--- config.mk ---
export PLATFORM = sky130hd
export DESIGN_NAME = lin_phy_control_registers
export DESIGN_NICKNAME = d
export VERILOG_FILES = /design/src/hw/lin_phy_pkg.sv /design/src/hw/lin_phy_control_registers.sv
export SDC_FILE = /design/constraint.sdc
export NUM_CORES = 1
export LEC_CHECK = 0
export ABC_AREA = 0
export ABC_CLOCK_PERIOD_IN_PS = 1600
export BUFFER_PORTS_ARGS = -buffer_cell sky130_fd_sc_hd__buf_2
export CAP_MARGIN = 5
export CORE_ASPECT_RATIO = 0.75
export CORE_MARGIN = 2
export CORE_UTILIZATION = 52
export DETAILED_ROUTE_END_ITERATION = 8
export PLACE_DENSITY = 0.79
export SKIP_LAST_GASP = 1
export SLEW_MARGIN = 25
export SYNTH_ARGS = -nofsm -noshare
export SYNTH_HDL_FRONTEND = slang
export SYNTH_SLANG_ARGS = --single-unit
--- constraint.sdc ---
create_clock -name clk -period 1.6 [get_ports clk]
set_input_delay 0.32 -clock clk [delete_from_list [all_inputs] [get_ports clk]]
set_output_delay 0.32 -clock clk [all_outputs]
set_load 0.02 [all_outputs]
--- src/hw/lin_phy_pkg.sv ---
// How it works
// - Data bit 1 drives transmit input when the route selects data, otherwise the SCI transmit does
// - Data bit 0 shows receiver output, read-only
// - Enable cleared means shutdown, weak pullup only
// - Receive-only bit disables the transmitter
// - Wake-up enable gates standby wake detection
// - Pullup select, weak forced in shutdown and in standby without wake-up
// - Test registers writable only in special mode
// - Slope register writable only in shutdown
// - Timeout-disable bit turns off dominant supervision
// - Two-bit slope field selects edge rate
// - Standby dominant then rising edge sends wake pulse
// - Transmit input used only in normal mode
package lin_phy_pkg;
  localparam int ADDR_W = 3;
  localparam int DATA_W = 8;
  localparam logic [ADDR_W-1:0] OFS_PORT_DATA = 3'h0;
  localparam logic [ADDR_W-1:0] OFS_CONTROL = 3'h1;
  localparam logic [ADDR_W-1:0] OFS_TEST_A = 3'h2;
  localparam logic [ADDR_W-1:0] OFS_SLOPE = 3'h3;
  localparam logic [ADDR_W-1:0] OFS_TEST_B = 3'h4;
  localparam int BIT_TX_DRIVE = 1;
  localparam int BIT_RX_STATE = 0;
  localparam int BIT_ENABLE = 3;
  localparam int BIT_RX_ONLY = 2;
  localparam int BIT_WAKE_EN = 1;
  localparam int BIT_STRONG_PU = 0;
  localparam int BIT_TO_DIS = 7;
  localparam logic [DATA_W-1:0] RST_PORT_DATA = 8'h02;
  localparam logic [DATA_W-1:0] RST_CONTROL = 8'h00;
  localparam logic [DATA_W-1:0] RST_SLOPE = 8'h00;
  localparam logic [DATA_W-1:0] RST_TEST = 8'h00;
  localparam logic [1:0] SLOPE_NORMAL = 2'h0;
  localparam logic [1:0] SLOPE_SLOW = 2'h1;
  localparam logic [1:0] SLOPE_FAST = 2'h2;
  // Wake-up filter time in ns, and its count of cycles (least time, rounds up)
  localparam int WAKE_FILTER_NS = 1000;
  localparam int CLK_PERIOD_NS = 100;
  localparam int WAKE_FILTER_CYC = (WAKE_FILTER_NS + CLK_PERIOD_NS - 1) / CLK_PERIOD_NS;
  localparam int WCNT_W = 8;

  typedef enum logic [3:0] {
    MODE_SHUTDOWN = 4'h1,
    MODE_NORMAL = 4'h2,
    MODE_RECEIVE_ONLY_SEL = 4'h4,
    MODE_STANDBY = 4'h8
  } phy_mode_t;

  typedef struct packed {
    logic phy_enable;
    logic receive_only_sel;
    logic wakeup_enable;
    logic strong_pullup_sel;
    logic dominant_timeout_disable;
    logic [1:0] slope_select;
    logic transmitter_on;
    logic receiver_on;
  } phy_ctrl_t;
endpackage

--- src/hw/lin_phy_control_registers.sv ---
`timescale 1ns/1ps
module lin_phy_control_registers
  import lin_phy_pkg::*;
(
  input wire logic clk,
  input wire logic arst_n,
  input wire logic [ADDR_W-1:0] reg_addr,
  input wire logic [DATA_W-1:0] reg_wdata,
  input wire logic reg_wr,
  input wire logic reg_rd,
  output logic [DATA_W-1:0] reg_rdata,
  input wire logic special_mode,
  input wire logic standby_req,
  input wire logic tx_route_is_data,
  input wire logic sci_transmit,
  input wire logic bus_level,
  input wire logic phy_receive_output,
  output logic phy_transmit_input,
  output logic tx_gated,
  output logic wakeup_pulse,
  output phy_ctrl_t phy_ctrl,
  output logic [DATA_W-1:0] test_a_out,
  output logic [DATA_W-1:0] test_b_out
);
  logic tx_drive_bit_reg;
  logic [3:0] control_reg;
  logic [2:0] slope_cfg_reg;
  logic [DATA_W-1:0] test_a_reg;
  logic [DATA_W-1:0] test_b_reg;
  logic [DATA_W-1:0] rdata_reg;
  logic [DATA_W-1:0] rdata_next;
  logic rx_meta_reg, rx_sync_reg, bus_meta_reg, bus_sync_reg, stby_meta_reg, stby_sync_reg;
  logic bus_prev_reg;
  logic [WCNT_W-1:0] dom_cnt_reg;
  logic [WCNT_W-1:0] dom_cnt_next;
  logic wake_reg;
  phy_mode_t mode;

  // Address decode
  wire hit_data = (reg_addr == OFS_PORT_DATA);
  wire hit_ctrl = (reg_addr == OFS_CONTROL);
  wire hit_ta = (reg_addr == OFS_TEST_A);
  wire hit_slope = (reg_addr == OFS_SLOPE);
  wire hit_tb = (reg_addr == OFS_TEST_B);
  wire enable = control_reg[BIT_ENABLE];
  wire wake_en = control_reg[BIT_WAKE_EN];
  wire slope_wr_ok = reg_wr && hit_slope && !enable;
  wire test_wr_ok = reg_wr && special_mode;

  // Inputs from the analog side and the mode pin are off-domain
  always_ff @(posedge clk or negedge arst_n) begin
    if (!arst_n) begin
      rx_meta_reg <= 1'b1;
      rx_sync_reg <= 1'b1;
      bus_meta_reg <= 1'b1;
      bus_sync_reg <= 1'b1;
      stby_meta_reg <= 1'b0;
      stby_sync_reg <= 1'b0;
    end else begin
      rx_meta_reg <= phy_receive_output;
      rx_sync_reg <= rx_meta_reg;
      bus_meta_reg <= bus_level;
      bus_sync_reg <= bus_meta_reg;
      stby_meta_reg <= standby_req;
      stby_sync_reg <= stby_meta_reg;
    end
  end

  // Operating mode: shutdown wins, then standby, then receive-only
  always_comb begin
    if (!enable) begin
      mode = MODE_SHUTDOWN;
    end else if (stby_sync_reg) begin
      mode = MODE_STANDBY;
    end else if (control_reg[BIT_RX_ONLY]) begin
      mode = MODE_RECEIVE_ONLY_SEL;
    end else begin
      mode = MODE_NORMAL;
    end
  end

  // Control outputs to the analog transceiver
  assign phy_ctrl.phy_enable = enable;
  assign phy_ctrl.receive_only_sel = control_reg[BIT_RX_ONLY];
  assign phy_ctrl.wakeup_enable = wake_en && (mode == MODE_STANDBY);
  // Strong pullup is forced off in shutdown and in standby without wake-up
  assign phy_ctrl.strong_pullup_sel = control_reg[BIT_STRONG_PU] && (mode != MODE_SHUTDOWN) &&
                                      !((mode == MODE_STANDBY) && !wake_en);
  assign phy_ctrl.dominant_timeout_disable = slope_cfg_reg[2];
  assign phy_ctrl.slope_select = slope_cfg_reg[1:0];
  assign phy_ctrl.transmitter_on = (mode == MODE_NORMAL);
  assign phy_ctrl.receiver_on = (mode != MODE_SHUTDOWN);

  // Transmit source; recessive (high) unless the transmitter is in normal mode
  assign phy_transmit_input = tx_route_is_data ? tx_drive_bit_reg : sci_transmit;
  assign tx_gated = (mode == MODE_NORMAL) ? phy_transmit_input : 1'b1;
  assign test_a_out = test_a_reg;
  assign test_b_out = test_b_reg;

  // Register writes; slope register locked while enabled so slopes never change mid-frame
  always_ff @(posedge clk or negedge arst_n) begin
    if (!arst_n) begin
      tx_drive_bit_reg <= RST_PORT_DATA[BIT_TX_DRIVE];
      control_reg <= RST_CONTROL[3:0];
      slope_cfg_reg <= {RST_SLOPE[BIT_TO_DIS], RST_SLOPE[1:0]};
      test_a_reg <= RST_TEST;
      test_b_reg <= RST_TEST;
    end else begin
      if (reg_wr && hit_data) begin
        tx_drive_bit_reg <= reg_wdata[BIT_TX_DRIVE];
      end
      if (reg_wr && hit_ctrl) begin
        control_reg <= reg_wdata[3:0];
      end
      if (slope_wr_ok) begin
        slope_cfg_reg <= {reg_wdata[BIT_TO_DIS], reg_wdata[1:0]};
      end
      if (test_wr_ok && hit_ta) begin
        test_a_reg <= reg_wdata;
      end
      if (test_wr_ok && hit_tb) begin
        test_b_reg <= reg_wdata;
      end
    end
  end

  // Read mux; unmapped offsets read zero
  always_comb begin
    rdata_next = '0;
    if (hit_data) begin
      rdata_next[BIT_TX_DRIVE] = tx_drive_bit_reg;
      rdata_next[BIT_RX_STATE] = rx_sync_reg;
    end else if (hit_ctrl) begin
      rdata_next[3:0] = control_reg;
    end else if (hit_ta) begin
      rdata_next = test_a_reg;
    end else if (hit_slope) begin
      rdata_next[BIT_TO_DIS] = slope_cfg_reg[2];
      rdata_next[1:0] = slope_cfg_reg[1:0];
    end else if (hit_tb) begin
      rdata_next = test_b_reg;
    end
  end

  // Read data stands only in the cycle after the strobe
  always_ff @(posedge clk or negedge arst_n) begin
    if (!arst_n) begin
      rdata_reg <= '0;
    end else begin
      rdata_reg <= reg_rd ? rdata_next : '0;
    end
  end
  assign reg_rdata = rdata_reg;

  // Dominant-length counter for standby wake-up; saturates to avoid wrap
  always_comb begin
    dom_cnt_next = dom_cnt_reg;
    if (!phy_ctrl.wakeup_enable || bus_sync_reg) begin
      dom_cnt_next = '0;
    end else if (dom_cnt_reg != WCNT_W'(WAKE_FILTER_CYC)) begin
      dom_cnt_next = dom_cnt_reg + WCNT_W'(1);
    end
  end

  // Wake pulse on the rising edge after a long enough dominant phase
  always_ff @(posedge clk or negedge arst_n) begin
    if (!arst_n) begin
      bus_prev_reg <= 1'b1;
      dom_cnt_reg <= '0;
      wake_reg <= 1'b0;
    end else begin
      bus_prev_reg <= bus_sync_reg;
      dom_cnt_reg <= dom_cnt_next;
      wake_reg <= phy_ctrl.wakeup_enable && bus_sync_reg && !bus_prev_reg &&
                  (dom_cnt_reg == WCNT_W'(WAKE_FILTER_CYC));
    end
  end
  assign wakeup_pulse = wake_reg;
endmodule

==> impl_results.md <==
- Synth Area in Simple Gates: 0.164
- Worst vdd ir: 0.641 mV
- CTS Buffer Depth: 2
- Layout area overhead: 25.3%
- Die area: 4720 µm²
- Worst-path clk slew: 0.08 ns
- RSZ-0062 raised after global routing: yes
- Largest net degree at the start of global routing: 49
- Clk_skew: 0.00627 ns
- Failing checks: negative hold slack
- Ports: 57
- Post-synthesis adder-cell area fraction: 0.0115
- Die Span Y: 60.0 µm
- Row count: 20
- Critical path class: reg -> out
- Max_cap viols: 0
- CP startpoint kind: flip-flop
- Synth Area in Compound Gates: 0.0869
- Final min period: 1.56 ns
- Clk sinks: 48
- PD cells: 1180 nW/µm²
- Cell taking the most area after synthesis: dfrtp_1
- Share of the synthesized area in the top cell type: 0.484
- Die Span X: 78.7 µm
- Hold buffers post-CTS: 0
- GRT Util Overall: 0.224
- Diode count: 0
- Core Region: 4030 µm²
- Via/cell ratio: 5.49
- CTS Buf Count: 5
- Fin crit share: 0.977
- DRT iter0 DRCs: 138
- Nets@finish: 262
- PortBufs: 56
- Register bit total from synthesis: 48
- Synth Flop Type: dfrtp_1
- Required time at the worst-slack endpoint: 1.28 ns
- Status: finished, violations left
- DPL Wire Length: 3.55 mm
- Util after Layout: 0.676
- Synth unique cells: 43
- Slew @ Worst Pin: 0.413 ns
- Top cells by area, synth: dfrtp_1 (48%), mux2_2 (13%), dfstp_2 (7.3%), a21oi_1 (2.3%), nand3_1 (1.4%)
- ANT nets after route: 0
- Post-synthesis cell area: 2170 µm²
- Max-slew violation count: 0
- H-tree Lvls: 2
- Syn. warnings: 0
- GPL Wtd Cong: 0.890
- Initial antenna violation count: 0
- Root buf cell: clkbuf_8
- Setup TNS: 0 ns
- DP Worst Slack: 0.0571 ns
- DRT Pass-1 Iters: 4
- Async SR Flop Fraction: 1.00
- Vias in the first global route: 1,594
- Hold WC Path Type: in -> async
- Nature of the critical path endpoint: output port
- Mux cell area share after synthesis: 0.144
- Post-Syn Instances: 172
- CP Max Fanout: 3
- Xor and xnor area share after synthesis: 0.00806
- Tot Pwr: 3220 µW
- Clock latency on the worst-skew pair: 0.30 ns
- Main combinational cell family by area after synthesis: simple AND/OR/NAND/NOR gates
- CTS tree: yes
- Final Worst Setup Slack: 0.0371 ns
- CP cell instances: mux2_2 > nand2b_1 > buf_4
- Worst hold slack: -0.00611 ns
- Top-count cell post-synth: dfrtp_1
- FMAX: 0.640 GHz
- Seq/Total Area, Yosys: 0.556
- Initial Util: 0.539
- WL per Instance: 16.2 µm
- Relative slew slack: 0.724
- P_leak: 0.00130 µW
- Top cells by count, synth: dfrtp_1 (42), mux2_2 (26), a21oi_1 (10), nor2_1 (8), nand2_1 (7)
- Overflow after GRT: 0
- # DRC: 0
- Layout cell share with drive strength beyond 1: 0.521
- Final WL: 4.79 mm
- First-pass GRT wire length: 7.85 mm
- Slowest stage cell, crit path: dfstp_2
- Data arrival time of the worst path: 1.24 ns
- Slowest stage delay, CP: 0.39 ns
- Number of enable flip-flop cells after synthesis: 0
- Syn nets: 195
- Final setup viols: 0
- Syn_area_per_cell: 12.6 µm²
- DR vias: 1,619
- Final hold violation count: 5
worst paths after layout:
path / startpoint / end / slack [ns] / depth (start not counted)
setup / recovery: tx_drive_bit_reg$_DFFE_PN1P_ / tx_gated / 0.04 / 3
hold / removal: arst_n / reg_rdata[1]$_DFF_PN0_ / -0.006 / 2
setup reg to reg: dom_cnt_reg[0]$_DFFE_PN0P_ / wakeup_pulse$_DFF_PN0_ / 0.14 / 5
hold reg to reg: stby_meta_reg$_DFF_PN0_ / stby_sync_reg$_DFF_PN0_ / 0.36 / 0
max in group asynchronous: arst_n / bus_prev_reg$_DFF_PN1_ / 1.33 / 2
min in group clk: phy_receive_output / rx_meta_reg$_DFF_PN1_ / 0.11 / 1
layout make-up:
| cell class | count | area, µm² |
|---|---|---|
| multi-input cells | 111 | 905 |
| well taps | 55 | 68.8 |
| clock inverters | 2 | 38.8 |
| flip-flops and latches | 48 | 1210 |
| fillers | 312 | 1310 |
| repair buffers | 68 | 398 |
| inverters | 5 | 18.8 |
| clock buffers | 6 | 82.6 |
kinds of logic after synthesis:
| family | count (synthesis) |
|---|---|
| compound gates | 28 |
| xor+xnor | 2 |
| fa+ha+maj | 2 |
| buf+inv | 13 |
| flops | 48 |
| mux | 28 |
| simple gates | 51 |
layer usage:
| layer | GRT usage | vias to the layer above | part of all wire |
|---|---|---|---|
| met5 | 0 | - | 0 |
| met2 | 0.342 | 54 | 0.45 |
| met4 | 0.0927 | 0 | 0.020 |
| met1 | 0.318 | 797 | 0.47 |
| met3 | 0.0468 | 10 | 0.054 |
| li1 | - | 758 | - |
critical path: cells and delay by family, from the launching register on:
family / cells / cell delay, ns
buf+inv: 1 / 0.16
flops: 1 / 0.39
mux: 1 / 0.27
simple gates: 1 / 0.14
through the flow:
step / cells / instance area (µm²) / hold slack (ns)
4_1_cts: 294 / 2710 / 0.000477
3_5_place_dp: 286 / 2590 / 0.318
6_report: 295 / 2720 / -0.00611
5_1_grt: 295 / 2720 / 0.0132
2_1_floorplan: 172 / 2180 / 0.0244
3_3_place_gp: 286 / 2590 / 0.323
placed cells by master, fill, tap and decap left out, types with 3 or more instances in the layout:
cell | Yosys | routed
buf_4 | 3 | 11
dfrtp_1 | 42 | 39
nor2_1 | 8 | 8
a22oi_1 | 3 | 3
buf_2 | 4 | 55
a21oi_1 | 10 | 10
dfrtp_2 | 0 | 3
nand2b_1 | 4 | 4
inv_1 | 5 | 5
dfstp_2 | 6 | 6
nand3_1 | 6 | 6
nand2_1 | 7 | 7
and3_1 | 3 | 3
o21ai_0 | 5 | 5
mux2_2 | 26 | 26
clkbuf_8 | 0 | 6
repair_timing:
item                                    CTS  global route
setup buffers                             0             1
pin swaps                                 0             1
hold endpoints to repair                  0             0
gates resized for setup                   1             3
endpoints found under the setup margin    2             3
where the power goes:
group,switching (µW),internal [µW],leakage (µW)
registers,147,1400,0.000597
logic,437,331,0.000637
clock network,399,511,0.0000614
Power figures use the tool's default switching activity.
